$ cat config.mk
export PLATFORM = sky130hd
export DESIGN_NAME = osr_ramp_ctrl
export DESIGN_NICKNAME = d
export VERILOG_FILES = /design/src/inc/osr_pkg.sv /design/src/rtl/osr_step_timer.sv /design/src/rtl/osr_ramp_ctrl.sv
export VERILOG_INCLUDE_DIRS = /design/src /design/src/inc
export SDC_FILE = /design/constraint.sdc
export NUM_CORES = 1
export LEC_CHECK = 0
export ABC_AREA = 0
export BUFFER_PORTS_ARGS = -buffer_cell sky130_fd_sc_hd__buf_2
export CORE_ASPECT_RATIO = 1.5
export CORE_MARGIN = 1
export CORE_UTILIZATION = 62
export CTS_CLUSTER_DIAMETER = 30
export CTS_CLUSTER_SIZE = 28
export DETAILED_ROUTE_END_ITERATION = 6
export GPL_TIMING_DRIVEN = 0
export PLACE_DENSITY_LB_ADDON = 0.25
export SYNTH_ARGS = -nofsm -noshare
export SYNTH_HDL_FRONTEND = slang
export SYNTH_SLANG_ARGS = --single-unit
$ cat constraint.sdc
create_clock -name clk -period 5.2 [get_ports clk]
set_input_delay 0.26 -clock clk [delete_from_list [all_inputs] [get_ports clk]]
set_output_delay 0.26 -clock clk [all_outputs]
set_load 0.01 [all_outputs]
$ cat src/inc/osr_map.svh
/*
  Register offset, field positions, reset values and ramp constants of the output slew ramp control.
  Assumes inclusion by bare name from the package and design files.
*/
`ifndef OSR_MAP_SVH
`define OSR_MAP_SVH
`define OSR_CFG_OFFSET 8'h03
`define OSR_RISE_MSB 6
`define OSR_RISE_LSB 4
`define OSR_SHUT_BIT 3
`define OSR_FALL_MSB 2
`define OSR_FALL_LSB 0
`define OSR_CFG_RESET 8'h1c
`define OSR_CFG_RESET_TERM 8'h0c
`define OSR_TICKS_CODE0 40
`define OSR_TICKS_CODE1 20
`define OSR_TICKS_CODE2 10
`define OSR_TICKS_CODE3 8
`define OSR_TICKS_CODE4 4
`define OSR_TICKS_CODE5 2
`define OSR_TICKS_CODE6 1
`define OSR_CFG_WMASK 8'h7f
`define OSR_STEP_MV 10
`define OSR_LSB_UV 2500
`define OSR_STEP_CODES 12'h004
`define OSR_RATE_RESERVED 3'h7
`endif

$ cat src/inc/osr_pkg.sv
/*
  Types shared by the output slew ramp control.
  Assumes the map header is on the include path.
*/
package osr_pkg;
  `include "osr_map.svh"
  typedef enum logic [2:0] {
    OSR_OFF,
    OSR_RAMP_UP,
    OSR_HOLDOFF_DONE,
    OSR_REGULATE,
    OSR_RAMP_DOWN
  } osr_state_e;
  typedef logic [11:0] osr_volt_t;
endpackage : osr_pkg

$ cat src/rtl/osr_step_timer.sv
/*
  Step timer: divides master clock ticks into one step pulse per programmed step period.
  Assumes master clock ticks arrive synchronous to clk as one-cycle pulses.
*/
module osr_step_timer #(
  parameter int TICK_W = 16
) (
  input wire logic clk,
  input wire logic rst_b,
  input wire logic run,
  input wire logic master_tick,
  input wire logic [TICK_W-1:0] ticks_per_step,
  output logic step
);
  typedef struct packed {
    logic [TICK_W-1:0] cnt;
    logic step;
  } osr_tmr_s;
  osr_tmr_s st_reg;
  osr_tmr_s st_next;

  if (TICK_W < 1) begin : g_bad_width
    $error("osr_step_timer: counter width out of range");
  end

  always_comb begin
    st_next = st_reg;
    st_next.step = 1'b0;
    if (!run) begin
      st_next.cnt = '0;
    end else if (master_tick) begin
      if (st_reg.cnt + TICK_W'(1) >= ticks_per_step) begin
        st_next.cnt = '0;
        st_next.step = 1'b1;
      end else begin
        st_next.cnt = st_reg.cnt + TICK_W'(1);
      end
    end
  end

  always_ff @(posedge clk or negedge rst_b) begin
    if (!rst_b) begin
      st_reg <= '0;
    end else begin
      st_reg <= st_next;
    end
  end

  assign step = st_reg.step;
endmodule : osr_step_timer

$ cat src/rtl/osr_ramp_ctrl.sv
/*
  Output slew ramp control: ramp configuration register, setpoint ramp generator, pre-bias hold-off.
  Assumes a register port of address, write strobe and data synchronous to clk, and a master clock
  tick pulse from the power manager path already synchronous to clk.
*/
`include "osr_map.svh"
module osr_ramp_ctrl #(
  parameter int TICK_W = 16,
  parameter int T_05 = `OSR_TICKS_CODE0,
  parameter int T_1 = `OSR_TICKS_CODE1,
  parameter int T_2 = `OSR_TICKS_CODE2,
  parameter int T_25 = `OSR_TICKS_CODE3,
  parameter int T_5 = `OSR_TICKS_CODE4,
  parameter int T_10 = `OSR_TICKS_CODE5,
  parameter int T_20 = `OSR_TICKS_CODE6
) (
  input wire logic clk,
  input wire logic rst_b,
  input wire logic bus_terminator,
  input wire logic [7:0] reg_addr,
  input wire logic reg_wr,
  input wire logic [7:0] reg_wdata,
  output logic [7:0] reg_rdata,
  input wire logic master_tick,
  input wire logic turn_on,
  input wire logic shutoff_expired,
  input wire osr_pkg::osr_volt_t target_setpoint,
  input wire osr_pkg::osr_volt_t sensed_output,
  output osr_pkg::osr_volt_t setpoint,
  output logic power_stage_en,
  output logic ramp_active,
  output logic shutoff_done
);
  import osr_pkg::*;

  // Every divisor must be at least one and fit the step counter
  if (TICK_W < 1 || TICK_W > 30 || T_05 < 1 || T_1 < 1 || T_2 < 1 || T_25 < 1 || T_5 < 1 || T_10 < 1 ||
      T_20 < 1 || T_05 >= (1 << TICK_W) || T_1 >= (1 << TICK_W) || T_2 >= (1 << TICK_W) ||
      T_25 >= (1 << TICK_W) || T_5 >= (1 << TICK_W) || T_10 >= (1 << TICK_W) ||
      T_20 >= (1 << TICK_W)) begin : g_bad_div
    $error("osr_ramp_ctrl: step divisors out of range");
  end

  typedef struct packed {
    osr_state_e state;
    logic [7:0] cfg;
    logic cfg_init;
    osr_volt_t sp;
    logic pwr;
    logic done;
    logic ramp;
    logic [7:0] rdata;
  } osr_ctl_s;
  osr_ctl_s st_reg;
  osr_ctl_s st_next;

  logic step;
  logic timer_run;
  logic [2:0] rate_sel;
  logic [TICK_W-1:0] ticks_per_step;

  function automatic logic [TICK_W-1:0] rate_ticks(input logic [2:0] code);
    case (code)
      3'h0: rate_ticks = TICK_W'(T_05);
      3'h1: rate_ticks = TICK_W'(T_1);
      3'h2: rate_ticks = TICK_W'(T_2);
      3'h3: rate_ticks = TICK_W'(T_25);
      3'h4: rate_ticks = TICK_W'(T_5);
      3'h5: rate_ticks = TICK_W'(T_10);
      3'h6: rate_ticks = TICK_W'(T_20);
      default: rate_ticks = TICK_W'(T_1);
    endcase
  endfunction : rate_ticks

  // Direction picks its own field
  assign rate_sel = (st_reg.state == OSR_RAMP_DOWN) ?
    st_reg.cfg[`OSR_FALL_MSB:`OSR_FALL_LSB] : st_reg.cfg[`OSR_RISE_MSB:`OSR_RISE_LSB];
  assign ticks_per_step = rate_ticks(rate_sel);
  assign timer_run = (st_reg.state == OSR_RAMP_UP) || (st_reg.state == OSR_RAMP_DOWN);

  osr_step_timer #(
    .TICK_W(TICK_W)
  ) u_timer (
    .clk(clk),
    .rst_b(rst_b),
    .run(timer_run),
    .master_tick(master_tick),
    .ticks_per_step(ticks_per_step),
    .step(step)
  );

  always_comb begin
    st_next = st_reg;
    st_next.done = 1'b0;
    // Reset value captured after release
    if (!st_reg.cfg_init) begin
      st_next.cfg_init = 1'b1;
      st_next.cfg = bus_terminator ? `OSR_CFG_RESET_TERM : `OSR_CFG_RESET;
    end
    if (reg_wr && reg_addr == `OSR_CFG_OFFSET) begin
      st_next.cfg = reg_wdata & `OSR_CFG_WMASK;
      st_next.cfg_init = 1'b1;
    end
    st_next.rdata = (reg_addr == `OSR_CFG_OFFSET) ? (st_reg.cfg & `OSR_CFG_WMASK) : 8'h00;
    case (st_reg.state)
      OSR_OFF: begin
        st_next.pwr = 1'b0;
        if (turn_on) begin
          st_next.sp = '0;
          st_next.state = OSR_RAMP_UP;
        end
      end
      OSR_RAMP_UP: begin
        if (shutoff_expired) begin
          st_next.state = OSR_REGULATE;
        end else if (step) begin
          if (target_setpoint - st_reg.sp <= `OSR_STEP_CODES || st_reg.sp >= target_setpoint) begin
            st_next.sp = target_setpoint;
            st_next.state = OSR_HOLDOFF_DONE;
          end else begin
            st_next.sp = st_reg.sp + `OSR_STEP_CODES;
          end
        end
        if (st_reg.sp > sensed_output) begin
          st_next.pwr = 1'b1;
        end
      end
      OSR_HOLDOFF_DONE: begin
        st_next.pwr = 1'b1;
        st_next.state = OSR_REGULATE;
      end
      OSR_REGULATE: begin
        if (shutoff_expired) begin
          if (st_reg.cfg[`OSR_SHUT_BIT]) begin
            st_next.state = OSR_RAMP_DOWN;
          end else begin
            st_next.pwr = 1'b0;
            st_next.sp = '0;
            st_next.done = 1'b1;
            st_next.state = OSR_OFF;
          end
        end
      end
      OSR_RAMP_DOWN: begin
        if (step) begin
          if (st_reg.sp <= `OSR_STEP_CODES) begin
            st_next.sp = '0;
            st_next.pwr = 1'b0;
            st_next.done = 1'b1;
            st_next.state = OSR_OFF;
          end else begin
            st_next.sp = st_reg.sp - `OSR_STEP_CODES;
          end
        end
      end
      default: begin
        st_next.state = OSR_OFF;
      end
    endcase
    // Ramp flag registered so the output comes from a flop
    st_next.ramp = (st_next.state == OSR_RAMP_UP) || (st_next.state == OSR_RAMP_DOWN);
  end

  always_ff @(posedge clk or negedge rst_b) begin
    if (!rst_b) begin
      st_reg <= '{state: OSR_OFF, cfg: `OSR_CFG_RESET, cfg_init: 1'b0, sp: '0, pwr: 1'b0, done: 1'b0,
                  ramp: 1'b0, rdata: 8'h00};
    end else begin
      st_reg <= st_next;
    end
  end

  assign reg_rdata = st_reg.rdata;
  assign setpoint = st_reg.sp;
  assign power_stage_en = st_reg.pwr;
  assign ramp_active = st_reg.ramp;
  assign shutoff_done = st_reg.done;
endmodule : osr_ramp_ctrl

# [After elaboration in Yosys (flattened, before gate mapping)]
# Index checks and enable logic that the tools add are counted.
[word_totals] in_bits=47 ff_bits=50
[op_classes] n_mux=33 reduce_logical=10 add_sub_neg=4 n_eq_ne=22 n_lt_le_gt_ge=5
[op_table] cell="12-bit two-way mux" n=5
[op_table] cell="12-bit case mux with 4 select lines" n=1
[op_table] cell="14-bit two-way mux" n=3
[op_table] cell="6-bit case mux with 6 select lines" n=1
[op_table] cell="16-bit two-way mux" n=2
[op_table] cell="3-bit two-way mux" n=9
[op_table] cell="12-bit by 3-bit <= comparator with 1-bit output, second input constant" n=2
[op_table] cell="17-bit two-way mux" n=1
[op_table] cell="16-bit by 1-bit adder with 16-bit output, second input constant" n=1
[op_table] cell="16-bit by 6-bit greater-or-equal comparator with 1-bit output" n=1
[op_table] cell="8-bit two-way mux" n=2
[op_table] cell="3-bit == test, second input constant" n=5
[op_table] cell="3-bit case mux with 5 select lines" n=1
[op_table] cell="12-bit by 3-bit adder with 12-bit output, second input constant" n=1
[op_table] cell="3-bit by 2-bit == test with 1-bit output, second input constant" n=4
[op_table] cell="12-bit greater-or-equal comparator" n=1
[op_table] cell="12-bit greater-than comparator" n=1
[op_table] cell="12-bit subtractor" n=1
[op_table] cell="12-bit by 3-bit subtractor with 12-bit output, second input constant" n=1
[op_table] cell="2-bit by 1-bit != test with 1-bit output, second input constant" n=5
[op_table] cell="2-bit != test, second input constant" n=5
[op_table] cell="8-bit by 2-bit == test with 1-bit output, second input constant" n=1
[op_table] cell="7-bit two-way mux" n=1
[op_table] cell="7-bit AND reduction" n=1
[op_table] cell="other kinds (12)" n=18

# [Depth between registers and ports, before layout]
# Gate-level depths: netlist (run 1).
[depth] depth_word=9 depth_mapped=15

# [Hierarchy]
# Synthesis (run 1) repeated with hierarchy kept, for this count alone.
[hier_totals] hier_cells=530 hier_area_um2=4540.6
[by_module_without_submodules] mod="osr_ramp_ctrl" cells_per_inst=392 instances=1 area_each_um2=3184.3
[by_module_without_submodules] mod="osr_step_timer" cells_per_inst=138 instances=1 area_each_um2=1356.3

# [Worst setup path before layout (run 1)]
# Ideal clock, no wire load.
[synth_timing] kind="reg2reg" startpoint="register st_reg[33] in the netlist's numbering" endpoint="register u_timer.st_reg[3] in the netlist's numbering" n_path_buf=3 path_slack_ns=1.899 required_ns=5.136 t_arrival_ns=3.237 stages_incl_launch_ff=16 path_cell_list="dfrtp_1 -> clkbuf_1 -> nor3b_1 -> buf_1 -> mux2i_1 -> nor3_1 -> ha_1 -> nand2b_1 -> a21o_1 -> a21o_1 -> a21oi_1 -> o2111ai_1 -> or2_1 -> buf_6 -> nor3b_2 -> a21o_1"
[synth_between] elab_chain_len=8
[synth_rtl] element="from (decl)" line_no="osr_ramp_ctrl.sv:54" source="osr_ctl_s st_reg;"
[synth_rtl] element="from (signal assigned)" line_no="osr_ramp_ctrl.sv:166" source="st_reg <= '{state: OSR_OFF, cfg: `OSR_CFG_RESET, cfg_init: 1'b0, sp: '0, pwr: 1'b0, done: 1'b0,"
[synth_rtl] element="from (signal assigned)" line_no="osr_ramp_ctrl.sv:169" source="st_reg <= st_next;"
[synth_rtl] element="3-bit == test" line_no="osr_ramp_ctrl.sv:76, osr_ramp_ctrl.sv:79"
[synth_rtl] element="3-bit two-way mux" line_no="osr_ramp_ctrl.sv:76" source="assign rate_sel = (st_reg.state == OSR_RAMP_DOWN) ?"
[synth_rtl] element="3-bit == test (tied with other cells)" line_no="osr_ramp_ctrl.sv:63" source="case (code)"
[synth_rtl] element="6-bit case mux with 6 select lines" line_no="osr_ramp_ctrl.sv:63"
[synth_rtl] element="16-bit by 6-bit greater-or-equal comparator with 1-bit output" line_no="osr_step_timer.sv:32" source="if (st_reg.cnt + TICK_W'(1) >= ticks_per_step) begin"
[synth_rtl] element="16-bit two-way mux" line_no="osr_step_timer.sv:32"
[synth_rtl] element="17-bit two-way mux" line_no="osr_step_timer.sv:31" source="end else if (master_tick) begin"
[synth_rtl] element="16-bit two-way mux" line_no="osr_step_timer.sv:29" source="if (!run) begin"
[synth_rtl] element="to (signal assigned)" line_no="osr_step_timer.sv:45" source="st_reg <= st_next;"
[synth_rtl] element="to (decl)" line_no="osr_step_timer.sv:19" source="osr_tmr_s st_reg;"
# Parallel ways exist; a longest one is shown, timed or not. The select of a mux whose other input is x is not followed.
# A chain may end at the register's enable or synchronous reset.

# [Worst setup path in the final report (run 1)]
# Same ends and word-level chain as after synthesis.

==> run summary, run 1 <==
The flow ran to the end, and the final reports show no timing, DRC or antenna violations. The number of sinks driven by the clock tree was 50; the peak ir drop on the vdd network was 0.000201 V. The wire-length estimate of the detail-placed layout is 7.39 mm.

The tools report the via total after detailed routing as 3,680. In this run the critical register-to-register path is launched from st_reg[33]. The cell type contributing the most total cell area after synthesis is sky130_fd_sc_hd__dfrtp_1. The static leakage power is 2.30 nW, and the total of buffers placed on input and output ports is 67. The run gives 3,568 as the number of global-route vias before repair. In the synthesized netlist, the cells that appear most often are sky130_fd_sc_hd__dfrtp_1 (47), sky130_fd_sc_hd__inv_1 (40), sky130_fd_sc_hd__nand2_1 (39), sky130_fd_sc_hd__ha_1 (34), sky130_fd_sc_hd__a21oi_1 (23). In the post-synthesis netlist, the cell with the most instances is sky130_fd_sc_hd__dfrtp_1. After clock tree synthesis, the clock-pin slew on the worst setup and hold paths is 0.10 ns.

Data arrives at the worst endpoint at 4.06 ns. The run gives 555 as the net count of the mapped netlist. The logs give 0 for the number of max-capacitance violations reported and 506 for the count of filler cells inserted in the layout. The total placed instance area was 4450 um^2; the critical path's largest stage delay was 0.62 ns.

The floorplan has 35 rows. Entering global routing, the biggest net connects 51 pins. By area, the combinational part of the netlist is dominated by simple AND/OR/NAND/NOR gates. The count of buffers added by post-CTS timing repair for setup came out at 0. The number of buffers inserted during clock tree synthesis was 5; the number of different library cells in the post-synthesis netlist was 65. After detailed routing, the number of vias per cell comes to 5.91. Number of buffer and inverter stages on the critical path: 3. In the synthesized netlist, the number of instances is 474. After Yosys synthesis, and, or, nand and nor cells account for 21.6% of the synthesized area. The critical path is of the reg -> reg type. The register with the most flip-flops in the layout has 16 of them. The fraction of final layout cells with drive strength greater than 1 is 20.8%, and the number of cells on the critical path is 15. The count of cells resized by post-cts repair was 0; the arithmetic-cell share of the synthesized area counting full adders, half adders and majority gates was 10.6%. The register bit total from synthesis works out to 50.

The tools report the aggregate global-route resource usage as 29.9%. The post-layout minimum cycle time is 3.80 ns. The total overflow left after global routing is 0. Of the total synthesized cell area, the portion taken by XOR and XNOR cells is 3.70%.

The tools report the part of the Yosys area used for sequential elements as 31.2%. The maximum fanout along the worst path was 10; the worst slew margin relative to its limit was 25.3%. The tools report the fmax as 263 MHz. The tightest min-delay check is of the in -> async type. The signal on the critical path passes through clkbuf_1 > nor3b_1 > buf_1 > mux2i_1 > nor3_1 > ha_1 > nand2b_1 > a21o_1 > a21o_1 > a21oi_1 > o2111ai_1 > or2_1 > buf_6 > nor3b_2 > a21o_1.

0 antenna diodes ended up in the layout. The die covers 6820 um^2. The first-pass GRT wire length came out at 15.6 mm. Between clock sinks in the finished design, the worst skew comes to 0.00747 ns. 70 I/O pins were placed.

For the pin with the worst max-slew slack, the measured transition is 1.12 ns. The clock tree synthesis step divided the H-tree into 2 levels. The first detailed-routing pass took 4 iterations. The worst setup path is captured at a flip-flop. For the data required time at the worst endpoint, the log shows 5.46 ns.

The number of cells traversed by the worst register-to-register path is 15, and the post-route fraction of the period consumed by the critical path is 73.2%. The total count of hold-check failures in the final report was 0; the chip height was 101 um. Averaged over all synthesized cells, the footprint is 8.48 um^2. For this run, the post-layout net count is 629. The mux share of post-synthesis cell area was 3.76%.

For the number of pins exceeding their max-slew limit in the final report, the log shows 0. The number of flops mapped to enable cells by yosys works out to 0. The logs give 1.40 ns for the smallest setup slack after layout and 0 for the number of warning messages in the yosys log. The endpoint of the worst-slack reg-to-reg timing path is u_timer.st_reg[3]. For this design, the slowest cell found on the critical path is sky130_fd_sc_hd__mux2i_1. Hold is met by 0.147 ns. The finished cells cover 4540 um^2. Yosys attributes the largest share of cell area to sky130_fd_sc_hd__dfrtp_1 (29%), sky130_fd_sc_hd__ha_1 (11%), sky130_fd_sc_hd__buf_4 (3.7%).

The deepest clock path buffer count was 2. The critical path ends at u_timer.st_reg[3]. The logs give 4020 um^2 for the post-synthesis instance area and 0 ns for the sum of negative setup slack. Setup repair after global routing left no endpoint under its margin. Summed over all nets, wire length on met2 after detailed routing comes to 5.30 mm. Clock tree synthesis selected as its root buffer the cell sky130_fd_sc_hd__clkbuf_8.

Area growth from synthesis to final layout: 12.9%. The worst setup slack before clock tree synthesis came out at 1.42 ns. The critical path starts at st_reg[33]. The share of async-settable or async-resettable flops after synthesis was 100%; the global placer's final weighted congestion was 0.911. The detail route stage leaves a number of antenna-violating nets equal to 0. Cell class contributing the biggest share of worst-path delay: simple AND/OR/NAND/NOR gates.

Initial antenna violation count: 0. The initial cell density of the core is 64.7%, and the setup slack on the worst flop-to-flop path is 1.40 ns. TritonCTS built the clock tree. Setup violations remaining at the end of the flow were counted as 0. Violation count after the first detailed-route iteration: 171.

For the sum of met3 wire segment lengths after detailed routing, the log shows 246 um. For this run, design rule violations remaining after detail routing come to 0. The cell that appears most often on the critical path is sky130_fd_sc_hd__a21o_1. The floorplan step set the die width to 67.8 um.

After detailed routing, the average wire length per cell comes to 14.9 um. The final core utilization is 73.0%, and the area share of the leading cell type in the synthesized netlist is 29.2%. The synthesized-area fraction occupied by ao, oa, aoi and oai cells was 19.4%; the total core area was 6220 um^2. The clock insertion delay at the later pin of the skew report is 0.31 ns.

In the final routing, the length of wire on met1 measures 3.50 mm. The run gives 9.30 mm as the final routed wirelength across all metal layers. In this run the power density over the cells is 407 nW/um^2.

The most used flip-flop cell after synthesis is sky130_fd_sc_hd__dfrtp_1. The worst setup path is launched from a flip-flop. The highest routed metal layer is met4. The cts-stage hold buffer count is 0.
[metal layers]
| layer | global-route usage [%] | vias up |
|---|---|---|
| met5 | 0 | - |
| met4 | 13.3 | 0 |
| met3 | 2.83 | 22 |
| met2 | 57.8 | 83 |
| met1 | 30.7 | 1755 |
| li1 | - | 1820 |
[worst register-to-register path: cells and delay by family, from the launching register on]
kind	cells	cell delay, ns
flip-flops	1	0.37
adder cells (fa/ha/maj)	1	0.29
multiplexers	1	0.62
AO/OA/AOI/OAI	5	0.77
AND/OR/NAND/NOR	5	0.94
buffers and inverters	3	0.78
[stage by stage]
stage	cells	power [W]
after floorplan	474	0.00133
after detailed placement	615	0.00161
final	623	0.00185
after global placement	615	0.00157
after global routing	623	0.00201
after CTS	623	0.00185
[area by class of cell]
class | count | area (um^2) | area share (%)
multi-input cells | 349 | 2380 | 52.5
flip-flops and latches | 50 | 1250 | 27.6
repair buffers | 67 | 335 | 7.38
plain buffers | 34 | 230 | 5.07
inverters | 41 | 154 | 3.39
well taps | 74 | 92.6 | 2.04
clock buffers | 5 | 68.8 | 1.52
clock inverters | 3 | 22.5 | 0.496
[cell families (layout without fill, tap and decap cells)]
kind of cell / count (synthesis) / in the layout
AO/OA/AOI/OAI: 115 / 115
XOR/XNOR: 17 / 17
adder cells (fa/ha/maj): 34 / 34
buffers and inverters: 75 / 150
flip-flops: 50 / 50
multiplexers: 15 / 15
other: 2 / 2
AND/OR/NAND/NOR: 166 / 166
[report_power, final]
part	internal [W]	switching [W]
Clock	0.0000975	0.000138
Combinational	0.000457	0.000616
Sequential	0.000450	0.0000888
Total	0.00100	0.000843
[layout by cell type (no fill, tap or decap), types with 11 or more instances in the layout]
master / netlist / routed
sky130_fd_sc_hd__nand2_1: 39 / 39
sky130_fd_sc_hd__nor3_1: 12 / 12
sky130_fd_sc_hd__buf_4: 20 / 20
sky130_fd_sc_hd__o21ai_1: 12 / 12
sky130_fd_sc_hd__nand3_1: 22 / 22
sky130_fd_sc_hd__nor2_1: 22 / 22
sky130_fd_sc_hd__mux2i_1: 14 / 14
sky130_fd_sc_hd__dfrtp_1: 47 / 47
sky130_fd_sc_hd__o21ai_0: 18 / 18
sky130_fd_sc_hd__and3_1: 12 / 12
sky130_fd_sc_hd__a21oi_1: 23 / 23
sky130_fd_sc_hd__inv_1: 40 / 40
sky130_fd_sc_hd__ha_1: 34 / 34
sky130_fd_sc_hd__a31oi_1: 11 / 11
sky130_fd_sc_hd__and2_1: 19 / 19
sky130_fd_sc_hd__xnor2_1: 15 / 15
sky130_fd_sc_hd__buf_2: 1 / 68
[worst min path at each step]
stage	slack (ns)	cells after the start	to	startpoint
detailed placement	0.47	2	st_reg[26]	st_reg[26]
finish	0.15	1	setpoint[9]	rst_b
global placement	0.47	2	st_reg[26]	st_reg[26]
floorplan	-0.04	0	power_stage_en	rst_b
global route	0.16	3	st_reg[28]	reg_wdata[4]
CTS	0.16	3	st_reg[28]	reg_wdata[4]
No activity file was read; power rests on OpenSTA's default activity.
==> run 2: changes to the inputs <==
--- a/config.mk
+++ b/config.mk
@@ -10,7 +10,7 @@
 export BUFFER_PORTS_ARGS = -buffer_cell sky130_fd_sc_hd__buf_2
 export CORE_ASPECT_RATIO = 1.5
 export CORE_MARGIN = 1
-export CORE_UTILIZATION = 62
+export CORE_UTILIZATION = 52
 export CTS_CLUSTER_DIAMETER = 30
 export CTS_CLUSTER_SIZE = 28
 export DETAILED_ROUTE_END_ITERATION = 6
==> constraint.sdc (replaced) <==
create_clock -name clk -period 3.07 [get_ports clk]
set_input_delay 0.1535 -clock clk [delete_from_list [all_inputs] [get_ports clk]]
set_output_delay 0.1535 -clock clk [all_outputs]
set_load 0.01 [all_outputs]
==> run summary, run 2 (same netlist as run 1, synthesis figures left out) <==
The flow ran to the end, and the final reports show no timing, DRC or antenna violations. The clock skew after layout is 0.00873 ns. Setup repair after global routing could not meet its margin everywhere. For the worst setup path, the data required time is 3.32 ns.

The count of TritonRoute iterations in the first routing pass is 4, and the aggregate global-route resource usage is 25.2%. The setup slack on the worst flop-to-flop path is 0.008 ns, and the final antenna-violating net count is 0. For the die area, the log shows 8100 um^2. The die extent in x came out at 73.8 um.

In this run the critical register-to-register path is captured at u_timer.st_reg[6]. In the final layout, the share of cells above drive strength 1 is 24.9%. The final critical path takes up 99.7% of the cycle.

The clock passes through at most 2 buffers. The count of filler cells inserted in the layout is 640. The initial cell density of the core is 54.6%, and the post-route DRC violation count is 0. The pin count of the biggest net entering global routing was 51; the per-cell via count in the routed design was 5.69. Counting cells, the worst reg-to-reg path comes to 14. The clock root buffer was sky130_fd_sc_hd__clkbuf_8.

Destination of the critical timing path: u_timer.st_reg[6]. Type of destination of the critical path: a flip-flop. In this run the worst setup path begins at st_reg[32]. The logs give 0 for the remaining global-route overflow and 0.00144 W for the reported net switching power. Along the worst path, the maximum fanout reaches 8. After the last flow step, the layout net total stands at 638. The portion of total power attributed to the clock network is 14.3%. The run gives 4490 um^2 as the total placed instance area. The area growth from synthesis to final layout came out at 18.2%.

The diode insertion count for antenna repair is 0, and the cts-stage hold buffer count is 0. In this run switching power makes up 43.8% of total power. Leaving out fill and tap cells, the most frequent cell in the layout is sky130_fd_sc_hd__buf_2.

For this design the top-level I/O count stands at 70. The initial antenna violation count came out at 0. The register share of total power came out at 28.2%. The total of buffers placed on input and output ports is 67.

The global placer's final weighted congestion came out at 0.883. The register with the most flip-flops in the layout has 16 of them. The number of H-tree levels came out at 2. The logs give 3,746 for the via total after detailed routing and 7.34 mm for the estimated wirelength of the detail-placed design.

The library cells used most frequently in the layout, excluding fill and tap cells, are sky130_fd_sc_hd__buf_2 (68), sky130_fd_sc_hd__dfrtp_1 (43), sky130_fd_sc_hd__inv_1 (40). In this run the critical register-to-register path is launched from st_reg[32]. The tools report the peak ir drop on the vdd network as 0.000427 V.

The class of the most critical hold timing path was in -> async. On the final layout, the worst hold slack is 0.0531 ns. Number of buffers inserted during clock tree synthesis: 5. The overall power after layout is 0.00329 W. Summed over all layers, the routed wires come to 9.78 mm.

The tool flagged a number of max-cap violations equal to 0. The internal power of the cells totals 0.00185 W. Setup violations remaining at the end of the flow were counted as 0. Measured against its own limit, the worst slew margin works out to 23.1%.

CTS saw 50 sinks. The number of pins exceeding their max-slew limit in the final report came out at 0. The die is 110 um tall.

The clock-pin slew reported for the worst setup and hold paths after clock tree synthesis works out to 0.10 ns. The worst setup path is of the reg -> reg kind. At the pin with the least slew margin, the transition time is 1.15 ns.

The logs give 327 MHz for the fmax and 212 for the violation count after the first detailed-route iteration. Startpoint kind of the worst setup timing path: a flip-flop. In this run the power density over the cells is 693 nW/um^2. The worst path in the final design needs a cycle of 3.06 ns, including I/O delays and setup.

The sum of negative setup slack was 0 ns; the number of global-route vias before repair was 3,629. For the total count of hold-check failures in the final report, the log shows 0. After routing the design area is 4750 um^2.

Cells fill 64.5% of the core in the end. In this run the core area contains 38 standard-cell rows. At the worst endpoint, the arrival time is 3.31 ns. The static leakage power came out at 2.37 nW. Combinational cells account for 57.5% of the total power. The clock reaches the later pin of the worst-skew pair after 0.31 ns.

The first global-routing pass estimated 15.7 mm of wire. The average wire length per cell after detail routing came out at 14.9 um. The run gives 7370 um^2 as the total core area. TritonCTS built the clock tree.
[run 2: critical path: stages (launching register included)]
cell	delay [ns]
sky130_fd_sc_hd__dfrtp_1	0.42
sky130_fd_sc_hd__nor3b_2	0.23
sky130_fd_sc_hd__buf_6	0.17
sky130_fd_sc_hd__mux2_4	0.34
sky130_fd_sc_hd__and2_4	0.18
sky130_fd_sc_hd__mux2i_1	0.15
sky130_fd_sc_hd__ha_1	0.25
sky130_fd_sc_hd__a21o_1	0.16
sky130_fd_sc_hd__a21o_1	0.17
sky130_fd_sc_hd__a21oi_2	0.14
sky130_fd_sc_hd__o2111ai_2	0.16
sky130_fd_sc_hd__or2_1	0.26
sky130_fd_sc_hd__buf_6	0.14
sky130_fd_sc_hd__o21ai_2	0.11
sky130_fd_sc_hd__o31a_1	0.13
[run 2: layout make-up]
type | count | area [um^2] | area share, %
multi-input cells | 349 | 2440 | 51.4
flip-flops and latches | 50 | 1260 | 26.5
repair buffers | 78 | 430 | 9.05
plain buffers | 32 | 230 | 4.84
inverters | 41 | 154 | 3.24
well taps | 100 | 125 | 2.63
clock buffers | 6 | 72.6 | 1.53
clock inverters | 2 | 37.5 | 0.789
[run 2: metal layers]
| layer | share of wire [%] | global-route usage [%] |
|---|---|---|
| met1 | 38 | 25.9 |
| met2 | 56 | 49.8 |
| met3 | 3.3 | 3.48 |
| met4 | 2.0 | 9.48 |
| met5 | 0 | 0 |
[run 2: worst min-delay path by stage]
stage | from | to | slack [ns] | depth (start not counted)
final | rst_b | setpoint[7] | 0.05 | 1
after floorplan | rst_b | power_stage_en | -0.14 | 0
after global placement | reg_wdata[5] | st_reg[29] | 0.38 | 3
after detailed placement | reg_wdata[5] | st_reg[29] | 0.38 | 3
after CTS | reg_wdata[5] | st_reg[29] | 0.06 | 3
after global routing | reg_wdata[0] | st_reg[24] | 0.08 | 3
[run 2: per-stage QoR]
stage,setup WS (ns),std cells
global placement,-0.278,641
global route,-0.144,658
finish,0.00771,658
floorplan,0.00702,474
detailed placement,-0.334,641
CTS,0.0166,653
[run 2: power by group through the flow]
stage / clock (W) / combinational [W] / sequential [W]
after floorplan: 0 / 0.00137 / 0.000884
after global placement: 0 / 0.00173 / 0.000925
after detailed placement: 0 / 0.00179 / 0.000928
after CTS: 0.000486 / 0.00185 / 0.000914
after global routing: 0.000507 / 0.00212 / 0.000947
final: 0.000471 / 0.00190 / 0.000928
[run 2: what timing repair did]
action                                  4_1_cts  5_1_grt
gates resized for setup                       5       12
pin swaps                                     1        7
buffers inserted                              5        6
endpoints found under the setup margin       10       19
==> run 3: changes to the inputs <==
--- a/config.mk
+++ b/config.mk
@@ -14,7 +14,7 @@
 export CTS_CLUSTER_DIAMETER = 30
 export CTS_CLUSTER_SIZE = 28
 export DETAILED_ROUTE_END_ITERATION = 6
-export GPL_TIMING_DRIVEN = 0
+export GPL_TIMING_DRIVEN = 1
 export PLACE_DENSITY_LB_ADDON = 0.25
 export SYNTH_ARGS = -nofsm -noshare
 export SYNTH_HDL_FRONTEND = slang
==> run summary, run 3 (same netlist as run 1, synthesis figures left out) <==
Leaving out fill and tap cells, the most frequent cells in the layout are sky130_fd_sc_hd__buf_2 (67), sky130_fd_sc_hd__dfrtp_1 (47), sky130_fd_sc_hd__inv_1 (40). The post-layout minimum cycle time was 2.98 ns. The count of nets left with antenna violations once routing finished came out at 0. The first global-routing pass estimated 15.3 mm of wire.

The number of pins exceeding their max-slew limit in the final report was 0; the total core area was 7370 um^2. Using the TritonRoute via totals, the vias-per-cell ratio works out to 5.63. Final setup violation count: 0. The die area was 8100 um^2; the flip-flop count of the largest register after layout was 16.

Startpoint kind of the worst setup timing path: a flip-flop. The initial antenna violation count is 0. Counting instances, the worst hold path has a depth of 3. Dividing the detail-routed wire length by the instance count gives 14.8 um.

Setup slack on the worst flop-to-flop path: 0.09 ns. The start-to-end type of the worst setup path is reg -> reg. The tools report the via total after detailed routing as 3,612. Maximum fanout along the worst path: 8. The chip height works out to 110 um. Entering global routing, the biggest net connects 37 pins.

The clock-pin slew reported for the worst setup and hold paths after clock tree synthesis works out to 0.10 ns. TritonCTS built the clock tree. In this run, placement finished with an instance count of 629.

The run finished with clean final reports. The completed layout was analyzed and its total power is 0.00321 W. The logs give 0 for the diode insertion count for antenna repair and 3.32 ns for the data required time at the worst endpoint. For the peak ir drop on the vdd network, the log shows 0.000405 V.

The library cell used most frequently in the layout, excluding fill and tap cells, is sky130_fd_sc_hd__buf_2. The post-route fraction of the period consumed by the critical path works out to 97.2%. In this run the power density over the cells is 696 nW/um^2. The total I/O pin count came out at 70. In the final layout, the multi-input gates occupy 2430 um^2.

The die extent in x is 73.8 um, and the clock insertion delay at the later pin of the skew report is 0.31 ns. The final routed wirelength across all metal layers is 9.47 mm, and the number of core rows is 38. The longest clock path from root to sink contains 2 buffers. Setup repair after global routing could not meet its margin everywhere. The number of H-tree levels was 2. The logs give 621 for the number of nets at the end of the flow and 3.23 ns for the data arrival time at the worst-slack endpoint. The filler cells instantiated in the layout total 636. The congestion estimate from routability-driven global placement came to 0.900.

The violation count after the first detailed-route iteration was 136. Setup slack on the critical path of the routed design comes to 0.0873 ns. The tools report the final standard cell count with taps included and fillers excluded as 641.

In the global route stage, overall resource usage came out at 24.6%. The count of TritonRoute iterations in the first routing pass was 4; the transition at the pin with the smallest max-transition slack was 0.848 ns. The run gives 0 as the total count of hold-check failures in the final report. The HPWL after detailed placement is 7.43 mm. The number of global-route vias before repair came out at 3,491.

In this run the tool buffered the top-level ports with 67 buffer cells. The analysis attributes to cell leakage a power of 2.32 nW. In the final layout, flip-flops and latches occupy 1250 um^2. The sum of negative setup slack was 0 ns; the number of sinks driven by the clock tree was 50. Number of buffers inserted during clock tree synthesis: 5. Between clock sinks in the finished design, the worst skew comes to 0.00776 ns.

Number of cells traversed by the worst register-to-register path: 13. At the placement stage, the worst setup path has a slack of -0.0882 ns. The total overflow left after global routing is 0.

Static timing analysis puts the maximum clock frequency at 335 MHz. Clock root buffer: sky130_fd_sc_hd__clkbuf_8. For this configuration, the core starts out at a cell density of 54.6%.

Max-cap violations in this run came to 0. Post-route DRC violation count: 0. In this run the worst hold path is classified as in -> reg. The worst setup path is captured at a flip-flop.

The worst slew margin relative to its limit was 43.5%; the fraction of final layout cells with drive strength greater than 1 was 22.9%. The area growth from synthesis to layout is 14.7%.
[run 3: cell types whose count changed in the layout (fill, tap and decap cells not counted), moves of 3 or more]
cell	before	now
sky130_fd_sc_hd__buf_4	30	24
sky130_fd_sc_hd__buf_6	3	0
sky130_fd_sc_hd__clkbuf_1	7	0
sky130_fd_sc_hd__dfrtp_1	43	47
sky130_fd_sc_hd__dfrtp_2	4	0
[run 3: routing by layer]
metal,vias up,part of all wire [%],GRT usage (%)
met2,73,56,49.2
met5,-,0,0
met4,0,2.5,9.62
met3,19,2.4,2.66
li1,1794,-,-
met1,1726,39,25.0
[run 3: critical path, cell delays in order, from the launching register on]
cell and delay [ns]:
sky130_fd_sc_hd__dfrtp_1 0.40, sky130_fd_sc_hd__nor3b_2 0.21, sky130_fd_sc_hd__buf_4 0.19, sky130_fd_sc_hd__mux2_4 0.33
sky130_fd_sc_hd__and2_4 0.18, sky130_fd_sc_hd__mux2i_1 0.16, sky130_fd_sc_hd__ha_1 0.26, sky130_fd_sc_hd__a21o_1 0.17
sky130_fd_sc_hd__a21o_1 0.18, sky130_fd_sc_hd__a21oi_2 0.15, sky130_fd_sc_hd__o2111ai_2 0.12, sky130_fd_sc_hd__or2_4 0.30
sky130_fd_sc_hd__nor3b_2 0.16, sky130_fd_sc_hd__a21o_1 0.10
[run 3: report_power, final]
part           internal, W  switching (W)  leakage, nW
Sequential        0.000763      0.0000818        0.669
Clock             0.000171       0.000247       0.0506
Combinational     0.000818        0.00113         1.60
Total              0.00175        0.00145         2.32
[run 3: final timing paths]
path                                    from                end
worst min register to register    st_reg[26]         st_reg[26]
min in group asynchronous              rst_b        setpoint[5]
worst min-delay path            reg_wdata[5]         st_reg[29]
worst max-delay path              st_reg[32]  u_timer.st_reg[3]
max in group asynchronous              rst_b         st_reg[28]
worst max register to register    st_reg[32]  u_timer.st_reg[3]
[run 3: area by class of cell]
type	count	area share, %
Sequential cell	50	27.2
Clock inverter	3	0.624
Timing Repair Buffer	93	11.8
Multi-Input combinational cell	349	52.8
Tap cell	100	2.71
Inverter	41	3.34
Clock buffer	5	1.49
[run 3: timing repair]
action | 4_1_cts | 5_1_grt
endpoints found under the setup margin | 4 | 6
hold buffers | 1 | 0
buffers inserted | 0 | 3
gates resized for setup | 2 | 7
pin swaps | 0 | 3
endpoints found under the hold margin | 33 | 0
[run 3: through the flow]
stage | hold slack (ns) | area (um^2) | utilization (%)
2_1_floorplan | -0.142 | 4030 | -
3_3_place_gp | 0.292 | 4440 | 60.2
3_5_place_dp | 0.301 | 4440 | 60.2
4_1_cts | 0.0492 | 4550 | 61.8
5_1_grt | 0.0566 | 4610 | 62.6
6_report | 0.0575 | 4610 | 62.6
